[config.mk]
export PLATFORM = sky130hd
export DESIGN_NAME = forced_io_override
export DESIGN_NICKNAME = d
export VERILOG_FILES = /design/src/common/forced_io_pkg.sv /design/src/forced_io_override.sv
export SDC_FILE = /design/constraint.sdc
export NUM_CORES = 1
export LEC_CHECK = 0
export BUFFER_PORTS_ARGS = -buffer_cell sky130_fd_sc_hd__buf_2
export CAP_MARGIN = 15
export CORE_UTILIZATION = 41
export DETAILED_ROUTE_END_ITERATION = 8
export PLACE_DENSITY = 0.78
export REMOVE_ABC_BUFFERS = 1
export SYNTH_ARGS = -nofsm -noshare
export SYNTH_HDL_FRONTEND = slang
export SYNTH_SLANG_ARGS = --single-unit
[constraint.sdc]
create_clock -name I_CLK -period 2.5 [get_ports I_CLK]
set_input_delay 0.375 -clock I_CLK [delete_from_list [all_inputs] [get_ports I_CLK]]
set_output_delay 0.375 -clock I_CLK [all_outputs]
set_load 0.01 [all_outputs]
[src/common/forced_io_pkg.sv]
// Constants for the forced input/output override block.
// Assumes a single system clock and parameter writes arriving as register strobes.
`default_nettype none
package forced_io_pkg;
	localparam int NUM_IN = 9;
	localparam int NUM_OUT = 5;
	localparam int REG_W = 16;
	localparam int MODE_W = 2;
	localparam logic [MODE_W-1:0] MODE_NONE = 2'h0;
	localparam logic [MODE_W-1:0] MODE_IN = 2'h1;
	localparam logic [MODE_W-1:0] MODE_OUT = 2'h2;
	localparam logic [MODE_W-1:0] MODE_BOTH = 2'h3;
	localparam int MODE_IN_BIT = 0;
	localparam int MODE_OUT_BIT = 1;
	localparam logic [REG_W-1:0] MODE_RESET = 16'h0000;
	localparam logic [REG_W-1:0] FIN_RESET = 16'h0000;
	localparam logic [REG_W-1:0] FOUT_RESET = 16'h0000;
endpackage
`default_nettype wire

[src/forced_io_override.sv]
// Override of the nine digital inputs and five digital outputs by software force words.
// Assumes terminal inputs are asynchronous pins; internal functions, polarity and writes are on I_CLK.
//
// Function
// - Two-bit mode: 0 none, 1 inputs, 2 outputs, 3 both; resets to 0.
// - Input forcing takes every input level from the forced word, ignoring terminals.
// - Physical and virtual inputs both come from the forced word under forcing.
// - Each forced input bit is a level: 1 high, 0 low.
// - Forced input word: nine bits, input 1 in bit 0.
// - Output forcing drives every output from the forced output word.
// - Forced output bit 1 means function valid, 0 invalid; output 1 in bit 0.
// - Forced output state becomes a pin level through that output's polarity.
// - Input monitor equals applied input levels; under forcing equals forced word.
// - Mode is not retained; after power-on it returns to disabled.
// - Writing 0 to the mode restores normal terminal operation on the second edge after the write strobe.
`default_nettype none
module forced_io_override #(
	parameter int NUM_IN = forced_io_pkg::NUM_IN,
	parameter int NUM_OUT = forced_io_pkg::NUM_OUT
) (
	input wire logic I_CLK,
	input wire logic I_RST_B,
	input wire logic i_mode_wr,
	input wire logic [forced_io_pkg::REG_W-1:0] i_mode_wdata,
	input wire logic i_fin_wr,
	input wire logic [forced_io_pkg::REG_W-1:0] i_fin_wdata,
	input wire logic i_fout_wr,
	input wire logic [forced_io_pkg::REG_W-1:0] i_fout_wdata,
	input wire logic [NUM_IN-1:0] i_terminal_in,
	input wire logic [NUM_IN-1:0] i_virtual_input,
	input wire logic [NUM_IN-1:0] i_virtual_sel,
	input wire logic [NUM_OUT-1:0] i_out_function,
	input wire logic [NUM_OUT-1:0] i_out_polarity_low,
	output logic [NUM_IN-1:0] o_applied_in,
	output logic [NUM_OUT-1:0] o_terminal_out,
	output logic [forced_io_pkg::REG_W-1:0] o_force_mode_select,
	output logic [forced_io_pkg::REG_W-1:0] o_forced_input_levels,
	output logic [forced_io_pkg::REG_W-1:0] o_forced_output_functions,
	output logic [forced_io_pkg::REG_W-1:0] o_input_level_monitor,
	output logic [forced_io_pkg::REG_W-1:0] o_output_level_monitor
);
	// ==========================================================
	// Reset release
	logic rst_meta_q;
	logic rst_sync_q;
	logic rst_b;
	always_ff @(posedge I_CLK or negedge I_RST_B)
	begin
		if (!I_RST_B)
		begin
			rst_meta_q <= 1'b0;
			rst_sync_q <= 1'b0;
		end
		else
		begin
			rst_meta_q <= 1'b1;
			rst_sync_q <= rst_meta_q;
		end
	end
	assign rst_b = rst_sync_q;

	// ==========================================================
	// Terminal input synchroniser
	logic [NUM_IN-1:0] in_meta_q;
	logic [NUM_IN-1:0] in_sync_q;
	always_ff @(posedge I_CLK or negedge rst_b)
	begin
		if (!rst_b)
		begin
			in_meta_q <= '0;
			in_sync_q <= '0;
		end
		else
		begin
			in_meta_q <= i_terminal_in;
			in_sync_q <= in_meta_q;
		end
	end

	// ==========================================================
	// Parameter registers
	logic [forced_io_pkg::REG_W-1:0] mode_q;
	logic [forced_io_pkg::REG_W-1:0] mode_d;
	logic [forced_io_pkg::REG_W-1:0] fin_q;
	logic [forced_io_pkg::REG_W-1:0] fin_d;
	logic [forced_io_pkg::REG_W-1:0] fout_q;
	logic [forced_io_pkg::REG_W-1:0] fout_d;
	always_comb
	begin
		mode_d = mode_q;
		fin_d = fin_q;
		fout_d = fout_q;
		if (i_mode_wr)
			mode_d = {{(forced_io_pkg::REG_W-forced_io_pkg::MODE_W){1'b0}},
				i_mode_wdata[forced_io_pkg::MODE_W-1:0]};
		if (i_fin_wr)
			fin_d = {{(forced_io_pkg::REG_W-NUM_IN){1'b0}}, i_fin_wdata[NUM_IN-1:0]};
		if (i_fout_wr)
			fout_d = {{(forced_io_pkg::REG_W-NUM_OUT){1'b0}}, i_fout_wdata[NUM_OUT-1:0]};
	end
	always_ff @(posedge I_CLK or negedge rst_b)
	begin
		if (!rst_b)
		begin
			mode_q <= forced_io_pkg::MODE_RESET;
			fin_q <= forced_io_pkg::FIN_RESET;
			fout_q <= forced_io_pkg::FOUT_RESET;
		end
		else
		begin
			mode_q <= mode_d;
			fin_q <= fin_d;
			fout_q <= fout_d;
		end
	end

	// ==========================================================
	// Override datapath
	// The register value is used directly so a write reaches the outputs on the second edge after the strobe, not the third.
	logic force_in;
	logic force_out;
	logic [NUM_IN-1:0] in_d;
	logic [NUM_OUT-1:0] out_d;
	logic [NUM_OUT-1:0] func_sel;
	assign force_in = mode_q[forced_io_pkg::MODE_IN_BIT];
	assign force_out = mode_q[forced_io_pkg::MODE_OUT_BIT];
	always_comb
	begin
		// Forced levels replace terminal and virtual inputs.
		if (force_in)
			in_d = fin_q[NUM_IN-1:0];
		else
			in_d = (in_sync_q & ~i_virtual_sel) | (i_virtual_input & i_virtual_sel);
		func_sel = force_out ? fout_q[NUM_OUT-1:0] : i_out_function;
		// Polarity converts valid state to pin level.
		out_d = func_sel ^ i_out_polarity_low;
	end
	always_ff @(posedge I_CLK or negedge rst_b)
	begin
		if (!rst_b)
		begin
			o_applied_in <= '0;
			o_terminal_out <= '0;
			o_force_mode_select <= forced_io_pkg::MODE_RESET;
			o_forced_input_levels <= forced_io_pkg::FIN_RESET;
			o_forced_output_functions <= forced_io_pkg::FOUT_RESET;
			o_input_level_monitor <= '0;
			o_output_level_monitor <= '0;
		end
		else
		begin
			o_applied_in <= in_d;
			o_terminal_out <= out_d;
			o_force_mode_select <= mode_q;
			o_forced_input_levels <= fin_q;
			o_forced_output_functions <= fout_q;
			o_input_level_monitor <= {{(forced_io_pkg::REG_W-NUM_IN){1'b0}}, in_d};
			o_output_level_monitor <= {{(forced_io_pkg::REG_W-NUM_OUT){1'b0}}, out_d};
		end
	end

	// ==========================================================
	// Assertions
	property p_mode_reset;
		@(posedge I_CLK) $rose(rst_b) |-> mode_q == forced_io_pkg::MODE_RESET;
	endproperty
	a_mode_reset: assert property (p_mode_reset) else $error("Mode not cleared at reset.");
	property p_mode_wr;
		@(posedge I_CLK) disable iff (!rst_b)
			i_mode_wr |=> mode_q[1:0] == $past(i_mode_wdata[1:0]);
	endproperty
	a_mode_wr: assert property (p_mode_wr) else $error("Mode write not taken next cycle.");
	property p_force_in;
		@(posedge I_CLK) disable iff (!rst_b)
			force_in |=> o_applied_in == $past(fin_q[NUM_IN-1:0]);
	endproperty
	a_force_in: assert property (p_force_in) else $error("Forced inputs not applied.");
	property p_normal_in;
		@(posedge I_CLK) disable iff (!rst_b)
			(!force_in && i_virtual_sel == '0) |=> o_applied_in == $past(in_sync_q);
	endproperty
	a_normal_in: assert property (p_normal_in) else $error("Terminal inputs not applied.");
	property p_virt_in;
		@(posedge I_CLK) disable iff (!rst_b)
			(force_in && i_virtual_sel != '0) |=> o_applied_in == $past(fin_q[NUM_IN-1:0]);
	endproperty
	a_virt_in: assert property (p_virt_in) else $error("Virtual inputs escaped forcing.");
	property p_in_mon;
		@(posedge I_CLK) disable iff (!rst_b)
			o_input_level_monitor[NUM_IN-1:0] == o_applied_in;
	endproperty
	a_in_mon: assert property (p_in_mon) else $error("Input monitor differs from inputs.");
	property p_force_out;
		@(posedge I_CLK) disable iff (!rst_b)
			force_out |=> o_terminal_out == ($past(fout_q[NUM_OUT-1:0]) ^ $past(i_out_polarity_low));
	endproperty
	a_force_out: assert property (p_force_out) else $error("Forced outputs wrong.");
	property p_polarity;
		@(posedge I_CLK) disable iff (!rst_b)
			(force_out && fout_q[0] && !i_out_polarity_low[0]) |=> o_terminal_out[0];
	endproperty
	a_polarity: assert property (p_polarity) else $error("High-active valid output not high.");
	property p_exit;
		@(posedge I_CLK) disable iff (!rst_b)
			(i_mode_wr && i_mode_wdata[1:0] == forced_io_pkg::MODE_NONE) |=> ##1
				o_terminal_out == ($past(i_out_function) ^ $past(i_out_polarity_low));
	endproperty
	a_exit: assert property (p_exit) else $error("Outputs not restored after exit.");
	c_force_in: cover property (@(posedge I_CLK) disable iff (!rst_b) mode_q[1:0] == forced_io_pkg::MODE_IN);
	c_force_out: cover property (@(posedge I_CLK) disable iff (!rst_b) mode_q[1:0] == forced_io_pkg::MODE_OUT);
	c_force_both: cover property (@(posedge I_CLK) disable iff (!rst_b) mode_q[1:0] == forced_io_pkg::MODE_BOTH);
	c_exit: cover property (@(posedge I_CLK) disable iff (!rst_b) force_in ##1 !force_in);
endmodule
`default_nettype wire

==> impl_metrics.env, run 1 <==
export IMPL_outcome="completed"
export IMPL_mostFrequentLayoutCell="sky130_fd_sc_hd__buf_2"
export IMPL_crit_path_max_incr_delay_ns=0.39
export IMPL_worst_ep_required_time_ns=2.12
export IMPL_worst_margin_slew_ns=0.773
export IMPL_post_route_cells_drive_above_1_share_pct=41.9
export IMPL_syn_inst=189
export IMPL_cp_cell_sequence="buf_2"
export IMPL_drcViolationCount=0
export IMPL_layout_nets=374
export IMPL_first_global_vias=1364
export IMPL_final_hold_violation_count=0
export IMPL_clkSlewWorstSetupHoldPaths_ns=0.07
export IMPL_clock_net_sink_count=66
export IMPL_relSlewSlack_pct=48.5
export IMPL_critical_path_endpoint_type="primary output"
export IMPL_drtPass1Iterations=4
export IMPL_antenna_violations_before_repair=0
export IMPL_synth_largest_area_cell="sky130_fd_sc_hd__dfrtp_1"
export IMPL_gr_usage_all_layers_pct=12.4
export IMPL_h_tree_depth=3
export IMPL_gpl_wtd_cong=0.696
export IMPL_fillCellCount=534
export IMPL_detailedPlace_worstSlack_ns=1.36
export IMPL_post_synth_cell_area_avg_um2=13.8
export IMPL_postRouteAntennaNets=0
export IMPL_final_min_period_over_clock_period_pct=49.2
export IMPL_post_drt_wl_per_cell_um=10.9
export IMPL_die_height_um=81.8
export IMPL_worst_clock_skew_ns=0.00824
export IMPL_buffer_ports_inserted=101
export IMPL_bufs_on_longest_clock_path=2
export IMPL_drt_initial_drc_count=68
export IMPL_vdd_ir_drop_max_v=0.000336
export IMPL_min_path_type="in -> reg"
export IMPL_cts_buffers_inserted=9
export IMPL_cpMaxStageDelayCell="sky130_fd_sc_hd__dfrtp_1"
export IMPL_die_width_um=81.8
export IMPL_core_rowCount=28
export IMPL_worst_r2r_cell_count=1
export IMPL_synth_cell_type_count=12
export IMPL_globalRoute_totalOverflow=0
export IMPL_global_route_wire_length_before_repair_um=5900
export IMPL_hold_depth=1
export IMPL_initial_utilization_pct=43.4
export IMPL_setup_violations=0
export IMPL_clkLatencyLatePin_ns=0.33
export IMPL_crit_buf_inv=1
export IMPL_powerDensity_mw_per_mm2=815
export IMPL_worst_slack_ns=1.27
export IMPL_post_drt_via_cell_ratio=4.05
export IMPL_worst_r2r_endpoint="mode_q[0]$_DFFE_PN0P_"
export IMPL_worst_hold_slack_ns=0.154
export IMPL_tritoncts="done"
export IMPL_seq_area_frac_synth_pct=63.2
export IMPL_synth_seq_cells=66
export IMPL_hold_path_startpoint="i_terminal_in[0]"
export IMPL_cts_root_buf="sky130_fd_sc_hd__clkbuf_8"
export IMPL_antenna_cells_inserted=0
export IMPL_regToRegStartpoint="mode_q[0]$_DFFE_PN0P_"
export IMPL_worst_path_max_fanout=2
export IMPL_totalWireLength_um=3980
export IMPL_layout_common_cells="sky130_fd_sc_hd__buf_2 (101), sky130_fd_sc_hd__dfrtp_1 (65), sky130_fd_sc_hd__conb_1 (51), sky130_fd_sc_hd__mux2i_1 (14), sky130_fd_sc_hd__mux2_1 (14)"
export IMPL_core_area_mm2=0.00603
export IMPL_grt_max_degree=65
export IMPL_netlist_top_cells_area="sky130_fd_sc_hd__dfrtp_1 (63%), sky130_fd_sc_hd__buf_4 (19%), sky130_fd_sc_hd__mux2_1 (6.0%), sky130_fd_sc_hd__mux2i_1 (5.4%), sky130_fd_sc_hd__xnor2_1 (1.7%)"
export IMPL_maxCapViolCount=0
export IMPL_cpLargestDelayFamily="flip-flops"
export IMPL_ys_warn_count=0
export IMPL_vias=1476
export IMPL_cp_start_kind="flop"
export IMPL_post_synth_instance_area_mm2=0.00261
export IMPL_ctsResizeCount=0
export IMPL_fin_tns_setup_ns=0
export IMPL_design_portCount=184
export IMPL_maxSlewViolCount=0
export IMPL_flow_area_growth_from_synthesis_pct=20.2
export IMPL_critical_path_class="reg -> out"
export IMPL_cellLeakagePower_nw=1.66
export IMPL_r2r_slack_ns=1.43
export IMPL_detailedPlacementHpwl_um=2880
export IMPL_cp_data_arrival_time_ns=0.86
export IMPL_post_synth_top_area_fraction_pct=63.2
export IMPL_max_clock_freq_ghz=0.813
export IMPL_rsz0062_at_grt="false"
export IMPL_design_die_area_mm2=0.00670
export IMPL_timing_final_crit_period_ns=1.23
export IMPL_hold_end="in_meta_q[0]$_DFF_PN0_"
## repair_timing
action	CTS	global route
setup buffers	0	0
hold buffers	1	0
hold endpoints to repair	2	0
## cell usage after synthesis
cell                      count
sky130_fd_sc_hd__buf_2        1
sky130_fd_sc_hd__buf_4       66
sky130_fd_sc_hd__buf_6        1
sky130_fd_sc_hd__conb_1       2
sky130_fd_sc_hd__dfrtp_1     66
sky130_fd_sc_hd__mux2_1      14
sky130_fd_sc_hd__mux2_2       2
sky130_fd_sc_hd__mux2i_1     14
sky130_fd_sc_hd__nand2_1      9
sky130_fd_sc_hd__o21ai_0      8
sky130_fd_sc_hd__o21ai_1      1
sky130_fd_sc_hd__xnor2_1      5
## through the flow
stage,power [W],std cells,cell area [um2],util [%]
floorplan,0.00140,170,2290,-
global placement,0.00156,347,2890,48.0
detailed placement,0.00157,347,2890,48.0
CTS,0.00260,364,3140,52.1
global route,0.00271,364,3140,52.1
finish,0.00256,364,3140,52.1
## metal layers
metal | up-vias | wire [um] | track usage, %
met5 | - | 0 | 0
met4 | 0 | 84 | 7.89
met3 | 10 | 367 | 5.00
met2 | 86 | 2000 | 20.0
met1 | 699 | 1520 | 13.6
li1 | 681 | - | -
## final cells by class
| class | instances | area, um2 | share of cell area, % |
|---|---|---|---|
| Sequential cell | 66 | 1650 | 52.6 |
| Multi-Input combinational cell | 104 | 634 | 20.2 |
| Timing Repair Buffer | 103 | 523 | 16.6 |
| Clock buffer | 12 | 165 | 5.26 |
| Tap cell | 75 | 93.8 | 2.99 |
| Clock inverter | 4 | 72.6 | 2.31 |
## cell families after synthesis
| kind of cell | count (synthesis) | synth area share (%) |
|---|---|---|
| AO/OA/AOI/OAI | 9 | 1.72 |
| buffers and inverters | 68 | 19.6 |
| XOR/XNOR | 5 | 1.68 |
| multiplexers | 30 | 12.3 |
| AND/OR/NAND/NOR | 9 | 1.29 |
| other | 2 | 0.287 |
| flip-flops | 66 | 63.2 |
## flip-flops by register name (all words and copies together), names as in the netlist
signal                     cells
fin_q                          9
in_meta_q                      9
in_sync_q                      9
o_applied_in                   9
o_forced_input_levels          9
fout_q                         5
o_forced_output_functions      5
o_output_level_monitor         5
mode_q                         2
o_force_mode_select            2
rst_b                          1
rst_meta_q                     1
## worst max path at each step
stage,startpoint,to,slack (ns),depth (start not counted)
floorplan,rst_b$_DFF_PN0_,fin_q[0]$_DFFE_PN0P_,0.53,0
global placement,i_fin_wr,fin_q[5]$_DFFE_PN0P_,1.41,2
detailed placement,i_fin_wr,fin_q[2]$_DFFE_PN0P_,1.36,2
CTS,o_applied_in[7]$_DFF_PN0_,o_applied_in[7],1.25,1
global route,o_applied_in[7]$_DFF_PN0_,o_input_level_monitor[7],1.22,1
finish,o_applied_in[7]$_DFF_PN0_,o_applied_in[7],1.27,1
## power by group
group	leakage [nW]	internal, W	total [W]	switching [W]
Clock	0.119	0.000641	0.00102	0.000377
Combinational	0.764	0.000143	0.000319	0.000177
Sequential	0.772	0.00117	0.00122	0.0000533
Total	1.66	0.00195	0.00256	0.000607
No activity file was read; power rests on OpenSTA's default activity.
==> inputs of run 2 (changes only) <==
--- a/config.mk
+++ b/config.mk
@@ -5,9 +5,10 @@
 export SDC_FILE = /design/constraint.sdc
 export NUM_CORES = 1
 export LEC_CHECK = 0
+export ABC_AREA = 1
 export BUFFER_PORTS_ARGS = -buffer_cell sky130_fd_sc_hd__buf_2
 export CAP_MARGIN = 15
-export CORE_UTILIZATION = 41
+export CORE_UTILIZATION = 42
 export DETAILED_ROUTE_END_ITERATION = 8
 export PLACE_DENSITY = 0.78
 export REMOVE_ABC_BUFFERS = 1
==> constraint.sdc (replaced) <==
create_clock -name I_CLK -period 1.3 [get_ports I_CLK]
set_input_delay 0.195 -clock I_CLK [delete_from_list [all_inputs] [get_ports I_CLK]]
set_output_delay 0.195 -clock I_CLK [all_outputs]
set_load 0.01 [all_outputs]
==> run 2 against run 1 <==
- the run now ends with DRC left
- utilization is 2.2 points higher
- setup slack got worse by 1.0 ns
- largest power group unchanged
- sequential cell count is the same
- critical path type unchanged
- combinational power grew 120%
- clock-buffer cell count shrank 2
==> impl_metrics.env, run 2 <==
export IMPL_outcome="finished with violations"
export IMPL_violated_checks="DRC"
export IMPL_die_height_um=84.6
export IMPL_clock_net_sink_count=66
export IMPL_worst_hold_slack_ns=0.0575
export IMPL_cpMaxStageDelayCell="sky130_fd_sc_hd__dfrtp_1"
export IMPL_clkLatencyLatePin_ns=0.34
export IMPL_seq_area_frac_synth_pct=57.7
export IMPL_post_synth_cell_area_avg_um2=9.45
export IMPL_cp_data_arrival_time_ns=0.86
export IMPL_ctsResizeCount=0
export IMPL_gr_usage_all_layers_pct=15.6
export IMPL_cellLeakagePower_nw=2.07
export IMPL_post_drt_via_cell_ratio=4.10
export IMPL_crit_path_max_incr_delay_ns=0.39
export IMPL_design_die_area_mm2=0.00715
export IMPL_min_path_type="in -> reg"
export IMPL_final_min_period_over_clock_period_pct=81.5
export IMPL_core_rowCount=29
export IMPL_post_drt_wl_per_cell_um=10.2
export IMPL_detailedPlacementHpwl_um=3680
export IMPL_clkSlewWorstSetupHoldPaths_ns=0.08
export IMPL_worst_clock_skew_ns=0.0129
export IMPL_worst_ep_required_time_ns=1.11
export IMPL_global_route_wire_length_before_repair_um=8410
export IMPL_ctsHoldBuffers=10
export IMPL_maxCapViolCount=0
export IMPL_totalWireLength_um=5000
export IMPL_drcViolationCount=6
export IMPL_synth_largest_area_cell="sky130_fd_sc_hd__dfrtp_1"
export IMPL_detailedPlace_worstSlack_ns=0.276
export IMPL_grt_max_degree=41
export IMPL_drt_initial_drc_count=85
export IMPL_design_portCount=184
export IMPL_crit_buf_inv=1
export IMPL_max_clock_freq_ghz=0.944
export IMPL_detailed_place_area_mm2=0.00316
export IMPL_cpLargestDelayFamily="flip-flops"
export IMPL_cp_cell_sequence="buf_2"
export IMPL_vdd_ir_drop_max_v=0.00100
export IMPL_mostFrequentLayoutCell="sky130_fd_sc_hd__buf_2"
export IMPL_worst_path_max_fanout=2
export IMPL_synth_cell_type_count=13
export IMPL_cts_root_buf="sky130_fd_sc_hd__clkbuf_8"
export IMPL_worst_r2r_cell_count=4
export IMPL_worst_slack_ns=0.241
export IMPL_rsz0062_at_grt="false"
export IMPL_maxSlewViolCount=0
export IMPL_setup_violations=0
export IMPL_hold_path_startpoint="i_fout_wdata[3]"
export IMPL_syn_inst=303
export IMPL_hold_end="fout_q[3]$_DFFE_PN0P_"
export IMPL_powerDensity_mw_per_mm2=1450
export IMPL_final_hold_violation_count=0
export IMPL_flow_area_growth_from_synthesis_pct=22.6
export IMPL_r2r_slack_ns=0.26
export IMPL_die_width_um=84.6
export IMPL_first_global_vias=1855
export IMPL_critical_path_endpoint_type="primary output"
export IMPL_tritoncts="done"
export IMPL_globalRoute_totalOverflow=0
export IMPL_bufs_on_longest_clock_path=2
export IMPL_synth_seq_cells=66
export IMPL_postRouteAntennaNets=0
export IMPL_finalInstanceArea_mm2=0.00351
export IMPL_drtPass1Iterations=6
export IMPL_worst_r2r_endpoint="o_output_level_monitor[4]$_DFF_PN0_"
export IMPL_report_power_total_w=0.00510
export IMPL_netlist_top_cells_area="sky130_fd_sc_hd__dfrtp_1 (58%), sky130_fd_sc_hd__buf_4 (17%), sky130_fd_sc_hd__nand2_1 (10%), sky130_fd_sc_hd__inv_1 (6.7%), sky130_fd_sc_hd__nand3_1 (3.3%)"
export IMPL_post_synth_instance_area_mm2=0.00286
export IMPL_regToRegStartpoint="mode_q[1]$_DFFE_PN0P_"
export IMPL_post_synth_top_area_fraction_pct=57.7
export IMPL_postCtsSetupBuffers=0
export IMPL_antenna_cells_inserted=0
export IMPL_post_route_cells_drive_above_1_share_pct=30.3
export IMPL_gpl_wtd_cong=0.780
export IMPL_cp_start_kind="flop"
export IMPL_vias=2009
export IMPL_synth_async_sr_flop_share_pct=100
export IMPL_h_tree_depth=3
export IMPL_antenna_violations_before_repair=0
export IMPL_timing_final_crit_period_ns=1.06
export IMPL_ys_warn_count=0
export IMPL_synth_commonest_cells="sky130_fd_sc_hd__nand2_1 (77), sky130_fd_sc_hd__buf_4 (66), sky130_fd_sc_hd__dfrtp_1 (66)"
export IMPL_fillCellCount=601
export IMPL_synth_most_common_cell="sky130_fd_sc_hd__nand2_1"
export IMPL_layout_core_utilization_pct=54.3
export IMPL_initial_utilization_pct=44.3
export IMPL_core_area_mm2=0.00646
export IMPL_cts_buffers_inserted=9
export IMPL_critical_path_class="reg -> out"
export IMPL_buffer_ports_inserted=101
export IMPL_layout_common_cells="sky130_fd_sc_hd__buf_2 (101), sky130_fd_sc_hd__nand2_1 (77), sky130_fd_sc_hd__dfrtp_1 (65), sky130_fd_sc_hd__inv_1 (51), sky130_fd_sc_hd__conb_1 (51)"
export IMPL_layout_nets=498
export IMPL_synth_edff_count=0
export IMPL_ys_dominant_reg_cell="sky130_fd_sc_hd__dfrtp_1"
export IMPL_hold_depth=3
## run 2: cell types whose count changed in the layout (fill, tap and decap cells not counted), moves of 2 or more
cell,previous run,this run
sky130_fd_sc_hd__mux2_2,2,0
sky130_fd_sc_hd__inv_1,0,51
sky130_fd_sc_hd__clkbuf_8,12,10
sky130_fd_sc_hd__dlygate4sd3_1,1,10
sky130_fd_sc_hd__xnor2_1,5,0
sky130_fd_sc_hd__o21ai_0,8,10
sky130_fd_sc_hd__mux2i_1,14,0
sky130_fd_sc_hd__o21ai_1,1,5
sky130_fd_sc_hd__buf_4,1,3
sky130_fd_sc_hd__nand2_1,9,77
sky130_fd_sc_hd__nand3_1,0,19
sky130_fd_sc_hd__mux2_1,14,0
## run 2: report_power, final
part	switching [W]	internal [W]
sequential	0.0000791	0.00223
clock	0.000771	0.00133
combinational	0.000417	0.000275
total	0.00127	0.00384
## run 2: worst max path at each step
stage                                                    from                             endpoint  slack [ns]  cells after the start
after floorplan                               rst_b$_DFF_PN0_                 fin_q[0]$_DFFE_PN0P_       -0.67                      0
after global placement                  mode_q[1]$_DFFE_PN0P_  o_output_level_monitor[2]$_DFF_PN0_        0.35                      4
after detailed placement                mode_q[1]$_DFFE_PN0P_  o_output_level_monitor[4]$_DFF_PN0_        0.28                      4
after CTS                           o_applied_in[5]$_DFF_PN0_             o_input_level_monitor[5]        0.21                      1
after global routing                    mode_q[1]$_DFFE_PN0P_  o_output_level_monitor[4]$_DFF_PN0_        0.19                      4
final                     o_output_level_monitor[2]$_DFF_PN0_                    o_terminal_out[2]        0.24                      1
## run 2: routing by layer
layer  part of all wire (%)  GRT usage, %  up-vias
met5                      0             0        -
met4                   0.66          5.08        0
met3                    6.8          5.51        4
met2                     53          28.2       91
met1                     40          17.0      927
li1                       -             -      987
## run 2: stage by stage
stage | std cells | TNS (ns)
6_report | 490 | 0
5_1_grt | 490 | 0
4_1_cts | 490 | 0
3_5_place_dp | 464 | 0
3_3_place_gp | 464 | 0
2_1_floorplan | 282 | -43.13
## run 2: cells by family after synthesis
| logic type | share of synthesized area, % |
|---|---|
| compound gates | 2.93 |
| buf+inv | 25.7 |
| flops | 57.7 |
| other cells | 0.262 |
| simple gates | 13.4 |
## run 2: cell type report
class / instances / area, um2 / area share [%]
clock inverter: 6 / 113 / 3.21
timing repair buffer: 115 / 648 / 18.5
tap: 77 / 96.3 / 2.75
clock buffer: 10 / 138 / 3.92
sequential: 66 / 1650 / 47.1
inverter: 53 / 201 / 5.74
multi-input combinational: 163 / 659 / 18.8
==> inputs of run 3 (changes only) <==
--- a/config.mk
+++ b/config.mk
@@ -5,12 +5,12 @@
 export SDC_FILE = /design/constraint.sdc
 export NUM_CORES = 1
 export LEC_CHECK = 0
-export ABC_AREA = 1
+export ABC_AREA = 0
 export BUFFER_PORTS_ARGS = -buffer_cell sky130_fd_sc_hd__buf_2
 export CAP_MARGIN = 15
-export CORE_UTILIZATION = 42
+export CORE_UTILIZATION = 37
 export DETAILED_ROUTE_END_ITERATION = 8
-export PLACE_DENSITY = 0.78
+export PLACE_DENSITY = 0.74
 export REMOVE_ABC_BUFFERS = 1
 export SYNTH_ARGS = -nofsm -noshare
 export SYNTH_HDL_FRONTEND = slang
==> constraint.sdc (replaced) <==
create_clock -name I_CLK -period 0.95 [get_ports I_CLK]
set_input_delay 0.1425 -clock I_CLK [delete_from_list [all_inputs] [get_ports I_CLK]]
set_output_delay 0.1425 -clock I_CLK [all_outputs]
set_load 0.01 [all_outputs]
==> run 3 against run 2 <==
- the flow finishes with violations (setup timing)
- worst hold slack worse by 0.055 ns
- critical path depth stayed put
- sequential power is 39% higher
- wire length is 13% lower
- setup slack worse by 0.29 ns
- global-route usage is 3.0 points lower
- non-clock buffer count is 4 higher
- clock-buffer cell count is 3 higher
- combinational power is 36% higher
- largest cell class unchanged
==> impl_metrics.env, run 3 (synthesis results as in run 1) <==
export IMPL_max_clock_freq_ghz=1.01
export IMPL_bufs_on_longest_clock_path=2
export IMPL_worst_clock_skew_ns=0.00667
export IMPL_worst_slack_ns=-0.0443
export IMPL_min_path_type="in -> reg"
export IMPL_design_die_area_mm2=0.00740
export IMPL_antenna_cells_inserted=0
export IMPL_violated_checks="setup timing"
export IMPL_first_global_vias=1466
export IMPL_critical_path_class="reg -> out"
export IMPL_totalWireLength_um=4340
export IMPL_cpLargestDelayFamily="flip-flops"
export IMPL_hold_depth=2
export IMPL_hold_end="o_output_level_monitor[1]$_DFF_PN0_"
export IMPL_tritoncts="done"
export IMPL_vias=1496
export IMPL_postRouteAntennaNets=0
export IMPL_maxSlewViolCount=0
export IMPL_cp_data_arrival_time_ns=0.85
export IMPL_drcViolationCount=0
export IMPL_cpMaxStageDelayCell="sky130_fd_sc_hd__dfrtp_1"
export IMPL_crit_buf_inv=1
export IMPL_fillCellCount=611
export IMPL_post_route_cells_drive_above_1_share_pct=41.8
export IMPL_antenna_violations_before_repair=0
export IMPL_clkLatencyLatePin_ns=0.33
export IMPL_cp_start_kind="flop"
export IMPL_gpl_wtd_cong=0.693
export IMPL_detailed_place_area_mm2=0.00296
export IMPL_layout_nets=390
export IMPL_grt_max_degree=49
export IMPL_design_portCount=184
export IMPL_globalRoute_totalOverflow=0
export IMPL_cp_cell_sequence="buf_2"
export IMPL_crit_path_max_incr_delay_ns=0.38
export IMPL_clock_net_sink_count=66
export IMPL_initial_utilization_pct=38.5
export IMPL_regToRegStartpoint="mode_q[1]$_DFFE_PN0P_"
export IMPL_worst_r2r_cell_count=2
export IMPL_post_drt_via_cell_ratio=3.74
export IMPL_drt_initial_drc_count=16
export IMPL_rsz0062_at_grt="true"
export IMPL_maxCapViolCount=0
export IMPL_setup_violations=40
export IMPL_gr_usage_all_layers_pct=12.5
export IMPL_post_drt_wl_per_cell_um=10.9
export IMPL_wire_length_on_met2_um=2410
export IMPL_finalInstanceArea_mm2=0.00330
export IMPL_die_width_um=86.1
export IMPL_mostFrequentLayoutCell="sky130_fd_sc_hd__buf_2"
export IMPL_flow_area_growth_from_synthesis_pct=26.1
export IMPL_clkSlewWorstSetupHoldPaths_ns=0.07
export IMPL_r2r_slack_ns=-0.04
export IMPL_powerDensity_mw_per_mm2=1910
export IMPL_cts_buffers_inserted=9
export IMPL_worst_r2r_endpoint="o_output_level_monitor[4]$_DFF_PN0_"
export IMPL_outcome="finished with violations"
export IMPL_die_height_um=86.1
export IMPL_critical_path_endpoint_type="primary output"
export IMPL_final_min_period_over_clock_period_pct=105
export IMPL_cellLeakagePower_nw=1.71
export IMPL_total_met3_wirelength_after_detailed_routing_um=251
export IMPL_global_route_wire_length_before_repair_um=6760
export IMPL_worst_path_max_fanout=2
export IMPL_drt_met1_wl_um=1560
export IMPL_cts_root_buf="sky130_fd_sc_hd__clkbuf_8"
export IMPL_detailedPlacementHpwl_um=3170
export IMPL_top_layer_used="met4"
export IMPL_hold_path_startpoint="i_out_polarity_low[1]"
export IMPL_buffer_ports_inserted=101
export IMPL_fin_tns_setup_ns=-0.876
export IMPL_vdd_ir_drop_max_v=0.000660
export IMPL_core_area_mm2=0.00679
export IMPL_final_hold_violation_count=0
export IMPL_timing_final_crit_period_ns=0.994
export IMPL_layout_common_cells="sky130_fd_sc_hd__buf_2 (101), sky130_fd_sc_hd__dfrtp_1 (64), sky130_fd_sc_hd__conb_1 (51), sky130_fd_sc_hd__mux2_1 (14), sky130_fd_sc_hd__dlygate4sd3_1 (14)"
export IMPL_drtPass1Iterations=4
export IMPL_core_rowCount=30
export IMPL_worst_ep_required_time_ns=0.81
export IMPL_h_tree_depth=3
## run 3: how the worst max path moves through the flow
stage	start	end	slack [ns]	depth (start not counted)
floorplan	rst_b$_DFF_PN0_	fin_q[0]$_DFFE_PN0P_	-1.02	0
global placement	mode_q[1]$_DFFE_PN0P_	o_output_level_monitor[3]$_DFF_PN0_	-0.06	2
detailed placement	mode_q[1]$_DFFE_PN0P_	o_output_level_monitor[1]$_DFF_PN0_	-0.11	2
CTS	o_applied_in[4]$_DFF_PN0_	o_applied_in[4]	-0.06	1
global route	o_output_level_monitor[0]$_DFF_PN0_	o_output_level_monitor[0]	-0.09	1
finish	o_output_level_monitor[1]$_DFF_PN0_	o_output_level_monitor[1]	-0.04	1
## run 3: power breakdown
part | switching, W | internal, W | leakage, nW | total, W
Clock | 0.000944 | 0.00121 | 0.101 | 0.00215
Combinational | 0.000502 | 0.000438 | 0.833 | 0.000940
Sequential | 0.000129 | 0.00308 | 0.771 | 0.00321
## run 3: cell type report
cell class	instances	area, um2	area share (%)
Clock buffer	13	179	5.43
Clock inverter	2	10.0	0.304
Multi-Input combinational cell	104	646	19.6
Sequential cell	66	1650	50.2
Tap cell	96	120	3.64
Timing Repair Buffer	119	688	20.9
## run 3: per-layer routing
| metal | up-vias | track usage, % |
|---|---|---|
| met2 | 68 | 21.6 |
| met3 | 12 | 3.56 |
| li1 | 714 | - |
| met4 | 0 | 8.18 |
| met5 | - | 0 |
| met1 | 702 | 13.4 |
## run 3: repair_timing
action | CTS | global route
setup buffers | 0 | 0
hold buffers | 14 | 0
pin swaps | 3 | 2
endpoints found under the setup margin | 50 | 49
hold endpoints to repair | 15 | 0
resized for setup | 1 | 3
## run 3: through the flow
stage / utilization [%] / power [W] / worst slack [ns] / std cells / hold WS, ns
6_report: 48.5 / 0.00630 / -0.0443 / 400 / 0.00244
5_1_grt: 48.5 / 0.00665 / -0.0915 / 400 / 0.000146
4_1_cts: 48.4 / 0.00638 / -0.0643 / 400 / 0.00241
3_5_place_dp: 43.5 / 0.00416 / -0.113 / 371 / -0.0702
3_3_place_gp: 43.5 / 0.00413 / -0.0650 / 371 / -0.0723
2_1_floorplan: - / 0.00368 / -1.02 / 170 / -0.153
